`config.mk`:
```
export PLATFORM = sky130hd
export DESIGN_NAME = cpf_fsm
export DESIGN_NICKNAME = d
export VERILOG_FILES = /design/src/rtl/cpf_pkg.sv /design/src/rtl/cpf_fsm.sv
export VERILOG_INCLUDE_DIRS = /design/src /design/src/rtl
export SDC_FILE = /design/constraint.sdc
export NUM_CORES = 1
export LEC_CHECK = 0
export BUFFER_PORTS_ARGS = -buffer_cell sky130_fd_sc_hd__buf_2
export CORE_MARGIN = 2
export CORE_UTILIZATION = 40
export DETAILED_ROUTE_END_ITERATION = 16
export PLACE_DENSITY = 0.59
export SYNTH_ARGS = -nofsm -noshare
export SYNTH_HDL_FRONTEND = slang
export SYNTH_SLANG_ARGS = --single-unit
```
`constraint.sdc`:
```
create_clock -name clk_i -period 6.8 [get_ports clk_i]
set_clock_uncertainty 0.05 [all_clocks]
set_input_delay 1.36 -clock clk_i [delete_from_list [all_inputs] [get_ports clk_i]]
set_output_delay 1.36 -clock clk_i [all_outputs]
set_load 0.02 [all_outputs]
```
`src/rtl/cpf_defines.svh`:
```
// offsets, fields, reset values and timing counts of the protection fsm
`ifndef CPF_DEFINES_SVH
`define CPF_DEFINES_SVH

// ==========================================================
// register byte offsets
`define CPF_OFS_CTRL 4'h0
`define CPF_OFS_STATUS 4'h4
`define CPF_OFS_IRQ_STAT 4'h8
`define CPF_OFS_IRQ_MASK 4'hc

// ==========================================================
// ctrl fields
`define CPF_CTRL_ZV_EN 0
`define CPF_CTRL_RST 32'h0000_0001

// ==========================================================
// status fields
`define CPF_ST_MODE_LO 0
`define CPF_ST_MODE_HI 1
`define CPF_ST_CHARGE_SWITCH 2
`define CPF_ST_DIS_SW 3
`define CPF_ST_PULLDN 4
`define CPF_ST_IN_LO 8

// ==========================================================
// event bits, shared by irq status and irq mask
`define CPF_EV_SC_DET 0
`define CPF_EV_SC_REL 1
`define CPF_EV_OC_DET 2
`define CPF_EV_OC_REL 3
`define CPF_EV_ZV_ENT 4
`define CPF_EV_ZV_EXIT 5
`define CPF_EV_W 6
`define CPF_IRQ_MASK_RST 6'h00

// ==========================================================
// delays in microseconds, clock in mhz, counts are their exact product
`define CPF_CLK_MHZ 125
`define CPF_SC_DLY_US 250
`define CPF_DIS_REL_DLY_US 1000
`define CPF_OC_DLY_US 8000
`define CPF_OC_REL_DLY_US 1000
`define CPF_SC_DLY_CYC (`CPF_SC_DLY_US * `CPF_CLK_MHZ)
`define CPF_DIS_REL_DLY_CYC (`CPF_DIS_REL_DLY_US * `CPF_CLK_MHZ)
`define CPF_OC_DLY_CYC (`CPF_OC_DLY_US * `CPF_CLK_MHZ)
`define CPF_OC_REL_DLY_CYC (`CPF_OC_REL_DLY_US * `CPF_CLK_MHZ)

`endif

```
`src/rtl/cpf_pkg.sv`:
```
// types of the protection fsm
package cpf_pkg;

  // ==========================================================
  // protection modes
  typedef enum logic [1:0] {
    CPF_NORMAL = 2'b00,
    CPF_SHORT = 2'b01,
    CPF_CHG_OC = 2'b10,
    CPF_ZERO_V = 2'b11
  } cpf_state_t;

  // count width of every delay timer
  typedef logic [23:0] cpf_cnt_t;

endpackage

```
`src/rtl/cpf_fsm.sv`:
```
// protection-mode state machine with wishbone register slave
//
// Our own choices: the Wishbone interface to the registers and the register offsets.
`timescale 1ns/10ps
`include "cpf_defines.svh"

// Summary of operation
// - in normal mode both charge and discharge switches stay on
// - sense above short threshold for whole short delay: discharge off, enter short mode
// - while in short mode the sense pull-down is enabled
// - leave short mode after load gone and sense low for release delay
// - sense below charge over-current level for its delay: charge off, enter mode
// - leave charge over-current mode after charger gone for release delay
// - charger removal alone releases; sense comparison is not required
// - zero-volt charging: charger detected turns charge switch on
// - zero-volt charging keeps discharge switch off
// - cell reaching over-discharge release voltage ends zero-volt charging
module cpf_fsm #(
  parameter int SC_DLY_CYC = `CPF_SC_DLY_CYC,
  parameter int DIS_REL_DLY_CYC = `CPF_DIS_REL_DLY_CYC,
  parameter int OC_DLY_CYC = `CPF_OC_DLY_CYC,
  parameter int OC_REL_DLY_CYC = `CPF_OC_REL_DLY_CYC
) (
  input wire logic clk_i,
  input wire logic rst_i,
  // wishbone classic slave
  input wire logic wb_cyc_i,
  input wire logic wb_stb_i,
  input wire logic wb_we_i,
  input wire logic [3:0] wb_adr_i,
  input wire logic [3:0] wb_sel_i,
  input wire logic [31:0] wb_dat_i,
  output logic [31:0] wb_dat_o,
  output logic wb_ack_o,
  // comparator and presence inputs, asynchronous
  input wire logic sense_ge_short_i,
  input wire logic sense_le_dis_release_i,
  input wire logic sense_le_chg_oc_i,
  input wire logic charger_present_i,
  input wire logic load_present_i,
  input wire logic cell_below_uv_i,
  input wire logic cell_ge_uv_release_i,
  input wire logic charger_ge_detect_i,
  // power switch and pull-down controls, and the interrupt output
  output logic charge_switch_o,
  output logic discharge_switch_o,
  output logic sense_pulldown_o,
  output logic irq_o
);

  // number of synchronised inputs
  localparam int NIN = 8;

  // ==========================================================
  // input synchronisers, three stages with agreement filter
  logic [NIN-1:0] raw;
  logic [NIN-1:0] s1_r;
  logic [NIN-1:0] s2_r;
  logic [NIN-1:0] s3_r;
  logic [NIN-1:0] in_r;

  assign raw = {charger_ge_detect_i, cell_ge_uv_release_i, cell_below_uv_i,
                load_present_i, charger_present_i, sense_le_chg_oc_i,
                sense_le_dis_release_i, sense_ge_short_i};

  // shift chain, first stage read only by the second
  always_ff @(posedge clk_i) begin
    if (rst_i) begin
      s1_r <= '0;
      s2_r <= '0;
      s3_r <= '0;
    end else begin
      s1_r <= raw;
      s2_r <= s1_r;
      s3_r <= s2_r;
    end
  end

  // accept a change once stages two and three agree
  // a one-cycle glitch on a pin never reaches the timers
  always_ff @(posedge clk_i) begin
    if (rst_i) begin
      in_r <= '0;
    end else begin
      for (int i = 0; i < NIN; i++) begin
        if (s2_r[i] == s3_r[i]) begin
          in_r[i] <= s3_r[i];
        end
      end
    end
  end

  logic sc_hi;
  logic dis_rel_lo;
  logic oc_lo;
  logic chg_in;
  logic load_in;
  logic uv_in;
  logic uvr_in;
  logic chg_det;

  // filtered conditions, in the bit order of raw
  assign sc_hi = in_r[0];
  assign dis_rel_lo = in_r[1];
  assign oc_lo = in_r[2];
  assign chg_in = in_r[3];
  assign load_in = in_r[4];
  assign uv_in = in_r[5];
  assign uvr_in = in_r[6];
  assign chg_det = in_r[7];

  // ==========================================================
  // delay timers
  logic ctrl_zv_en_r;
  cpf_pkg::cpf_state_t state_r;
  cpf_pkg::cpf_state_t state_nxt;
  cpf_pkg::cpf_cnt_t sc_cnt_r;
  cpf_pkg::cpf_cnt_t oc_cnt_r;
  cpf_pkg::cpf_cnt_t rel_cnt_r;
  logic sc_run;
  logic oc_run;
  logic rel_run;
  logic sc_done;
  logic oc_done;
  logic rel_done;

  // count while held, restart from zero when dropped
  function automatic cpf_pkg::cpf_cnt_t tmr_next(input logic run,
                                                 input cpf_pkg::cpf_cnt_t cnt);
    tmr_next = run ? cpf_pkg::cpf_cnt_t'(cnt + 24'h000001) : 24'h000000;
  endfunction

  // condition held for the full count of cycles
  function automatic logic tmr_done(input logic run, input cpf_pkg::cpf_cnt_t cnt,
                                    input int lim);
    tmr_done = run && (cnt == cpf_pkg::cpf_cnt_t'(lim - 1));
  endfunction

  // detection timers run only in normal mode
  assign sc_run = (state_r == cpf_pkg::CPF_NORMAL) && sc_hi;
  assign oc_run = (state_r == cpf_pkg::CPF_NORMAL) && oc_lo;
  // release needs load gone and sense low; charger gone alone suffices
  assign rel_run = (state_r == cpf_pkg::CPF_SHORT) ? (!load_in && dis_rel_lo)
                 : (state_r == cpf_pkg::CPF_CHG_OC) ? !chg_in
                 : 1'b0;
  assign sc_done = tmr_done(sc_run, sc_cnt_r, SC_DLY_CYC);
  assign oc_done = tmr_done(oc_run, oc_cnt_r, OC_DLY_CYC);
  assign rel_done = tmr_done(rel_run, rel_cnt_r,
                             (state_r == cpf_pkg::CPF_SHORT) ? DIS_REL_DLY_CYC
                                                             : OC_REL_DLY_CYC);

  // timers restart on any drop or mode change
  always_ff @(posedge clk_i) begin
    if (rst_i) begin
      sc_cnt_r <= '0;
      oc_cnt_r <= '0;
      rel_cnt_r <= '0;
    end else begin
      sc_cnt_r <= sc_done ? 24'h000000 : tmr_next(sc_run, sc_cnt_r);
      oc_cnt_r <= oc_done ? 24'h000000 : tmr_next(oc_run, oc_cnt_r);
      rel_cnt_r <= rel_done ? 24'h000000 : tmr_next(rel_run, rel_cnt_r);
    end
  end

  // ==========================================================
  // mode selection, short has priority over charge over-current
  // zero-volt entry also needs the enable bit of ctrl
  always_comb begin
    state_nxt = state_r;
    case (state_r)
      cpf_pkg::CPF_NORMAL: begin
        if (sc_done) begin
          state_nxt = cpf_pkg::CPF_SHORT;
        end else if (oc_done) begin
          state_nxt = cpf_pkg::CPF_CHG_OC;
        end else if (uv_in && ctrl_zv_en_r) begin
          state_nxt = cpf_pkg::CPF_ZERO_V;
        end
      end
      cpf_pkg::CPF_SHORT: begin
        if (rel_done) begin
          state_nxt = cpf_pkg::CPF_NORMAL;
        end
      end
      cpf_pkg::CPF_CHG_OC: begin
        if (rel_done) begin
          state_nxt = cpf_pkg::CPF_NORMAL;
        end
      end
      cpf_pkg::CPF_ZERO_V: begin
        if (uvr_in || !ctrl_zv_en_r) begin
          state_nxt = cpf_pkg::CPF_NORMAL;
        end
      end
      default: begin
        state_nxt = cpf_pkg::CPF_NORMAL;
      end
    endcase
  end

  // mode register
  always_ff @(posedge clk_i) begin
    if (rst_i) begin
      state_r <= cpf_pkg::CPF_NORMAL;
    end else begin
      state_r <= state_nxt;
    end
  end

  // switch and pull-down drive, registered from the next mode
  // pins move on the same edge as the mode register, never behind it
  always_ff @(posedge clk_i) begin
    if (rst_i) begin
      charge_switch_o <= 1'b1;
      discharge_switch_o <= 1'b1;
      sense_pulldown_o <= 1'b0;
    end else begin
      case (state_nxt)
        cpf_pkg::CPF_NORMAL: begin
          charge_switch_o <= 1'b1;
          discharge_switch_o <= 1'b1;
          sense_pulldown_o <= 1'b0;
        end
        cpf_pkg::CPF_SHORT: begin
          charge_switch_o <= 1'b1;
          discharge_switch_o <= 1'b0;
          sense_pulldown_o <= 1'b1;
        end
        cpf_pkg::CPF_CHG_OC: begin
          charge_switch_o <= 1'b0;
          discharge_switch_o <= 1'b1;
          sense_pulldown_o <= 1'b0;
        end
        default: begin
          charge_switch_o <= chg_det;
          discharge_switch_o <= 1'b0;
          sense_pulldown_o <= 1'b0;
        end
      endcase
    end
  end

  // ==========================================================
  // events
  logic [`CPF_EV_W-1:0] ev;
  logic [`CPF_EV_W-1:0] irq_stat_r;
  logic [`CPF_EV_W-1:0] irq_mask_r;
  logic chg_mode;

  // one-cycle pulses, one enter and one leave bit per protection mode, one bit per change
  assign chg_mode = state_nxt != state_r;
  assign ev[`CPF_EV_SC_DET] = chg_mode && state_nxt == cpf_pkg::CPF_SHORT;
  assign ev[`CPF_EV_SC_REL] = chg_mode && state_r == cpf_pkg::CPF_SHORT;
  assign ev[`CPF_EV_OC_DET] = chg_mode && state_nxt == cpf_pkg::CPF_CHG_OC;
  assign ev[`CPF_EV_OC_REL] = chg_mode && state_r == cpf_pkg::CPF_CHG_OC;
  assign ev[`CPF_EV_ZV_ENT] = chg_mode && state_nxt == cpf_pkg::CPF_ZERO_V;
  assign ev[`CPF_EV_ZV_EXIT] = chg_mode && state_r == cpf_pkg::CPF_ZERO_V;

  // ==========================================================
  // wishbone slave, ack one cycle after the request
  logic ack_r;
  logic req;
  logic wr_take;
  logic rd_take;
  logic [31:0] rd_nxt;
  logic [`CPF_EV_W-1:0] stat_clr;

  // taken and completed on the edge where ack is high
  assign req = wb_cyc_i && wb_stb_i;
  assign wr_take = req && ack_r && wb_we_i;
  assign rd_take = req && ack_r && !wb_we_i;
  assign wb_ack_o = ack_r;

  // bits returned by the read now completing, the only ones it clears
  assign stat_clr = wb_dat_o[`CPF_EV_W-1:0];

  // ack pulse, dropped the cycle after it is given
  // a strobe held high is answered every other cycle
  always_ff @(posedge clk_i) begin
    if (rst_i) begin
      ack_r <= 1'b0;
    end else begin
      ack_r <= req && !ack_r;
    end
  end

  // read mux, unmapped offsets read zero
  always_comb begin
    rd_nxt = 32'h0000_0000;
    case (wb_adr_i)
      `CPF_OFS_CTRL: rd_nxt[`CPF_CTRL_ZV_EN] = ctrl_zv_en_r;
      `CPF_OFS_STATUS: begin
        rd_nxt[`CPF_ST_MODE_HI:`CPF_ST_MODE_LO] = state_r;
        rd_nxt[`CPF_ST_CHARGE_SWITCH] = charge_switch_o;
        rd_nxt[`CPF_ST_DIS_SW] = discharge_switch_o;
        rd_nxt[`CPF_ST_PULLDN] = sense_pulldown_o;
        rd_nxt[`CPF_ST_IN_LO +: NIN] = in_r;
      end
      `CPF_OFS_IRQ_STAT: rd_nxt[`CPF_EV_W-1:0] = irq_stat_r;
      `CPF_OFS_IRQ_MASK: rd_nxt[`CPF_EV_W-1:0] = irq_mask_r;
      default: rd_nxt = 32'h0000_0000;
    endcase
  end

  // read data captured in the cycle before ack
  // held until the next request, so it stands while ack is high
  always_ff @(posedge clk_i) begin
    if (rst_i) begin
      wb_dat_o <= 32'h0000_0000;
    end else if (req && !ack_r) begin
      wb_dat_o <= rd_nxt;
    end
  end

  // control and mask writes, low byte lane
  always_ff @(posedge clk_i) begin
    if (rst_i) begin
      ctrl_zv_en_r <= 1'(`CPF_CTRL_RST);
      irq_mask_r <= `CPF_IRQ_MASK_RST;
    end else if (wr_take && wb_sel_i[0]) begin
      if (wb_adr_i == `CPF_OFS_CTRL) begin
        ctrl_zv_en_r <= wb_dat_i[`CPF_CTRL_ZV_EN];
      end
      if (wb_adr_i == `CPF_OFS_IRQ_MASK) begin
        irq_mask_r <= wb_dat_i[`CPF_EV_W-1:0];
      end
    end
  end

  // sticky events; an event after the read data was captured survives the clear
  always_ff @(posedge clk_i) begin
    if (rst_i) begin
      irq_stat_r <= '0;
    end else if (rd_take && wb_adr_i == `CPF_OFS_IRQ_STAT) begin
      irq_stat_r <= (irq_stat_r & ~stat_clr) | ev;
    end else begin
      irq_stat_r <= irq_stat_r | ev;
    end
  end

  // level interrupt
  assign irq_o = |(irq_stat_r & irq_mask_r);

endmodule // cpf_fsm

```
=== Yosys cells after proc, flatten, opt, wreduce, memory -nomap -nowiden ===
Cells that the tools add are included.

* Word-level logic and storage cells: 109
* Output and inout bits: 37
* Flip-flop bits (word level): 137

* Muxes and demuxes: 16
* Reduce and logical (&&, ||, !) cells: 38
* Bitwise operators: 8
* Equal/unequal tests: 21
* Add/subtract/negate cells: 3

{| class="wikitable"
|+ Operator list
! kind !! number
|-
| $add A24 B1 Y24 const B || 3
|-
| $eq A24 B15 Y1 const B || 1
|-
| $eq A24 B17 Y1 const B || 1
|-
| $eq A24 B20 Y1 const B || 1
|-
| $logic_and A1 B1 Y1 || 20
|-
| $and A6 B6 Y6 || 2
|-
| $or A6 B6 Y6 || 2
|-
| $pmux W4 S3 || 1
|-
| $mux W2 || 5
|-
| $reduce_or A3 Y1 || 3
|-
| $eq A1 B1 Y1 || 8
|-
| $eq A2 B2 Y1 const B || 4
|-
| $eq A4 B4 Y1 const B || 2
|-
| $mux W8 || 1
|-
| $mux W6 || 1
|-
| $not A6 Y6 || 1
|-
| $pmux W2 S3 || 1
|-
| $reduce_or A2 Y1 || 3
|-
| $reduce_or A6 Y1 || 1
|-
| $logic_not A1 Y1 || 5
|-
| $eq A2 B1 Y1 const B || 2
|-
| $eq A4 B3 Y1 const B || 1
|-
| $logic_not A2 Y1 || 2
|-
| $logic_not A4 Y1 || 1
|-
| 7 further kinds || 14
|}

=== Longest topological paths before layout ===
* Depth after elaboration: 10
* Depth in mapped cells: 10

=== Worst setup path before layout ===
Ideal clock, no wire load.

* Kind: input port to flip-flop
* From: input port wb_adr_i[1]
* To: register irq_stat_r[1]
* Path buffers: 0
* Path slack: 4.003 ns
* Setup time: 0.136 ns
* Arrival: 2.611 ns
* Stages: 6
* Cells stage by stage: nor2_1 nand2_1 nor4b_1 nand2_1 a21oi_1 a311oi_1

* Cells in the longest elaborated chain, start to end: 3

{| class="wikitable"
|+ RTL lines
! element !! line !! source
|-
| start: declaration || cpf_fsm.sv:30 || <nowiki>input wire logic [3:0] wb_adr_i,</nowiki>
|-
| $eq A4 B4 Y1 || -- ||
|-
| $logic_and A1 B1 Y1 (no line) || -- ||
|-
| $mux W6 || cpf_fsm.sv:334 || <nowiki>end else if (rd_take && wb_adr_i == `CPF_OFS_IRQ_STAT) begin</nowiki>
|-
| end signal: assignment || cpf_fsm.sv:335 || <nowiki>irq_stat_r <= (irq_stat_r & ~stat_clr) | ev;</nowiki>
|-
| end signal: assignment || cpf_fsm.sv:337 || <nowiki>irq_stat_r <= irq_stat_r | ev;</nowiki>
|-
| end: declaration || cpf_fsm.sv:246 || <nowiki>logic [`CPF_EV_W-1:0] irq_stat_r;</nowiki>
|}

Every way passes these cells.
A chain may end at the register's enable or synchronous reset.

=== Final worst setup path ===
* From: input port rst_i
* To: register oc_cnt_r[13]

* Cells in the longest elaborated chain, start to end: 1

{| class="wikitable"
|+ RTL lines
! element !! line !! source
|-
| start: declaration || cpf_fsm.sv:25 || <nowiki>input wire logic rst_i,</nowiki>
|-
| $reduce_or A3 Y1 (no line) || -- ||
|-
| end signal: assignment || cpf_fsm.sv:160 || <nowiki>oc_cnt_r <= oc_done ? 24'h000000 : tmr_next(oc_run, oc_cnt_r);</nowiki>
|-
| end: declaration || cpf_fsm.sv:118 || <nowiki>cpf_pkg::cpf_cnt_t oc_cnt_r;</nowiki>
|}

Every way passes these cells.

==> flow_results.org <==
** Synth
- FF+latch count, synth :: 137
- Fraction of registers with async set or reset after synthesis :: 0%
- Counting distinct cell types in the post-synthesis netlist gives ~50.
- The share of the Yosys chip area taken by registers is 47.40%.
- During synthesis, Yosys emitted a total of 0 warnings.
- Synthesis produced a netlist whose cell count is 641.
- In the synthesized netlist the dominant register cell turns out to be dfxtp_1.
- After synthesis the cells add up to 0.005786 mm².
- The synthesized design contains 0 enable-type register cells.
- Average size of a mapped cell :: 9.026 µm²

** STA
- Worst max-slew margin expressed relative to the limit :: 33.09%
- Final Hold Violating Endpoints :: 0
- Summed over all failing endpoints, the final setup total negative slack is 0 ps.
- Derived from the worst setup path, the maximum achievable clock frequency is 0.3338 GHz.
- Setup violations remaining at the end of the flow were counted as 0.
- The final critical path takes up 44.06% of the cycle.
- The number of pins exceeding their max-slew limit in the final report is 0.
- Setup repair after global routing left no endpoint under its margin.
- Final critical path time including I/O delays and setup :: approximately 3000 ps
- For the pin with the worst max-slew slack, the measured transition is 1001 ps.

** Setup path
- Number of cells on the worst reg-to-reg path :: 9
- The worst register-to-register path ends at irq_stat_r[0].
- Cell type of the slowest stage on the worst timing path :: nand4_1
- Nature of the critical path endpoint :: register
- In this run the worst path has a maximum fanout of 60.
- The worst register-to-register path begins at state_r[0].
- Setup Crit Path Kind :: in -> reg
- STA classifies the critical path startpoint as an input port.
- Endpoint arrival time on the critical path :: 3250 ps
- Data required time of the critical path :: 7060 ps
- Traced cell by cell, the critical path runs through buf_2 -> buf_4 -> inv_1 -> nand4_1 -> a21oi_1.
- Across all register-to-register paths, the minimum setup slack is 3970 ps.
- The largest single stage delay on the critical path is 820 ps.

** Drt
- Dividing the detail-routed wire length by the instance count gives ~13 µm.
- After detailed routing, the number of vias per cell comes to 5.078.
- In this run the remaining antenna-violating nets after routing total 0.
- Iter 0 DRT Violations :: 297
- Number of remaining DRC errors :: 0
- The routed design has 11.35 mm of wire.
- Count of TritonRoute iterations in the first routing pass :: 5
- For this block, the via count after detailed routing is 4433.

** Power and ir drop
- Maximum resistive drop on vdd :: ~0.00016 V
- Power density over cell area :: 261.1 mW/mm²
- Reported leakage power :: 2.345 nW
- Power after layout :: 1.735 mW

** GRT
- Vias in the first global route :: 4286
- Global routing finished with a remaining overflow of 0.
- Initial antenna violation count :: 0
- First-pass GRT wire length :: 19.69 mm
- Total global routing track utilization :: ~15%
- Entering global routing, the biggest net connects 61 pins.

** Placed design
- GPL Wtd Cong :: about 0.82
- Buffers placed on the I/O ports in this run total 42.
- Standard cell area after detailed placement :: between 0.006 and 0.007 mm²
- Final HPWL DP :: 7.896 mm

** CTS
- Clock H-tree levels :: 4
- No sink is reached through more buffers than the 2 on the longest clock path.
- Worst-Skew Late Latency :: 410 ps
- In this run, post-CTS hold repair placed 0 buffers.
- Clock tree synthesis inserted a total of 17 buffers.
- Clock transition at the registers of the reported paths :: 60 ps
- TritonCTS clock tree :: built
- Number of buffers added for setup after CTS :: 0
- In this run the clock root is driven by a clkbuf_16.
- CTS-repair resized insts :: 0
- Clock tree synthesis found a total of 137 sinks.

** Outcome
- Result of the run :: finished, final reports clean

** Cells and area
- Final design area excluding fillers :: 0.006644 mm²
- After the last flow step, the layout net total stands at between 700 and 800.
- The repair_antennas step left the layout with diodes totalling 0.
- In the final layout, the share of cells above drive strength 1 is 13.28%.
- Post-layout utilization of the core :: a little under half
- From synthesis to final layout, the design area changed by 14.84%.

** Min path
- Worst min-delay path endpoint :: s2_r[7]
- The tightest min-delay check is of the reg -> reg type.
- Counting instances, the worst hold path has a depth of 1.
- In this run the most critical hold path is launched from s1_r[7].

** Floorplanning
- The initial utilization of the core area, before any placement, comes to 41.36%.
- The core region is 0.01399 mm².
- Standard-cell row count :: 43
- Die W :: around 120 µm
- Die outline area :: 0.01544 mm²
- During I/O placement, the number of pins put on the boundary was 90.
- The floorplan step set the die height to 124.3 µm.

** Job
- Maximum Capacitance Violations :: 0
[worst max-delay path, delay by kind of cell]
kind	cells	cell delay, ps
AO/OA/AOI/OAI	1	400
buffers and inverters	3	650
AND/OR/NAND/NOR	1	820
[placed cells by master, fill, tap and decap left out, types with 4 or more instances in the layout]
cell | netlist | routed
dfxtp_1 | 137 | 137
nor2_1 | 112 | 112
nand2_1 | 57 | 57
buf_2 | 1 | 42
xor2_1 | 41 | 41
a21oi_1 | 26 | 26
nor2b_1 | 26 | 26
nand3_1 | 23 | 23
nand4_1 | 20 | 20
xnor2_1 | 20 | 20
conb_1 | 1 | 18
o21ai_0 | 17 | 17
clkbuf_16 | 0 | 17
a22oi_1 | 15 | 15
inv_1 | 14 | 14
and3_1 | 14 | 14
ha_1 | 9 | 9
mux2i_1 | 8 | 8
nor4b_1 | 7 | 7
or3_1 | 7 | 7
nor3_1 | 4 | 4
and4_1 | 4 | 4
[through the flow]
stage	cells	worst slack, ps	hold slack (ps)
final	873	3804	386.5
after detailed placement	842	3376	375.6
after floorplan	658	4003	363.2
after global placement	842	3458	367.9
after global routing	873	3585	408.4
after CTS	873	3804	389.8
[cells in the mapped netlist, types with 2 or more instances]
library cell / count / area [µm²]
nand3_1: 23 / 115.1
ha_1: 9 / 112.6
nand4_1: 20 / 125.1
and4bb_1: 2 / 25.02
a311oi_1: 3 / 26.28
mux2i_1: 8 / 80.08
inv_1: 14 / 52.55
mux2_2: 3 / 33.78
nand2_1: 57 / 214.0
dfxtp_1: 137 / 2743
or3_1: 7 / 43.79
o21ai_0: 17 / 85.08
a21oi_1: 26 / 130.1
a31o_2: 2 / 17.52
a31oi_1: 2 / 12.51
nor2_1: 112 / 420.4
nor4b_2: 3 / 45.04
and3_1: 14 / 87.58
clkbuf_1: 18 / 67.56
nor3_1: 4 / 20.02
a22oi_1: 15 / 112.6
buf_4: 19 / 142.6
nor4_1: 2 / 12.51
or2_2: 2 / 12.51
and4_1: 4 / 35.03
nor2b_1: 26 / 162.7
nor4b_1: 7 / 61.31
xor2_1: 41 / 359.1
and2_1: 3 / 18.77
xnor2_1: 20 / 175.2
[state kept, by name, indices dropped and copies added (netlist names)]
| signal | cells |
|---|---|
| oc_cnt_r | 24 |
| rel_cnt_r | 24 |
| sc_cnt_r | 24 |
| wb_dat_o | 14 |
| in_r | 8 |
| s1_r | 8 |
| s2_r | 8 |
| s3_r | 8 |
| irq_mask_r | 6 |
| irq_stat_r | 6 |
| state_r | 2 |
| charge_switch_o | 1 |
| ctrl_zv_en_r | 1 |
| discharge_switch_o | 1 |
| sense_pulldown_o | 1 |
| wb_ack_o | 1 |
[cell type report]
class | count | area (µm²)
multi-input combinational | 468 | 2835
clock buffer | 20 | 446.7
tap | 180 | 225.2
clock inverter | 11 | 123.9
sequential | 137 | 2743
inverter | 14 | 52.55
fill | 1355 | 7345
timing repair buffer | 43 | 217.7
[layer usage]
metal / wire, µm / vias up / track usage [%]
li1: - / 2232 / -
met1: 5336 / 2095 / 19.29
met2: 5302 / 84 / 24.33
met3: 432 / 22 / 3.823
met4: 278 / 0 / 8.262
met5: 0 / - / 0
[power by group]
part | leakage (nW) | total [mW] | internal [mW] | switching [mW]
registers | 1.11 | 0.812 | 0.809 | 0.00255
logic | 0.966 | 0.0381 | 0.0122 | 0.0259
clock network | 0.272 | 0.885 | 0.547 | 0.338
[how the worst max path moves through the flow]
stage / slack [ps] / start / endpoint / cells past startpoint
3_5_place_dp: 3380 / rst_i / oc_cnt_r[18] / 5
5_1_grt: 3590 / wb_adr_i[1] / irq_stat_r[3] / 7
2_1_floorplan: 4000 / wb_adr_i[1] / irq_stat_r[1] / 6
4_1_cts: 3800 / rst_i / oc_cnt_r[13] / 5
3_3_place_gp: 3460 / rst_i / oc_cnt_r[18] / 5
6_report: 3800 / rst_i / oc_cnt_r[13] / 5
[logic make-up after synthesis]
logic type	synth area share (%)
flip-flops	47.40
AO/OA/AOI/OAI	8.542
adder cells (fa/ha/maj)	1.946
other	0.06482
buffers and inverters	4.693
multiplexers	2.357
AND/OR/NAND/NOR	25.76
XOR/XNOR	9.234
No activity file was read; power rests on OpenSTA's default activity.
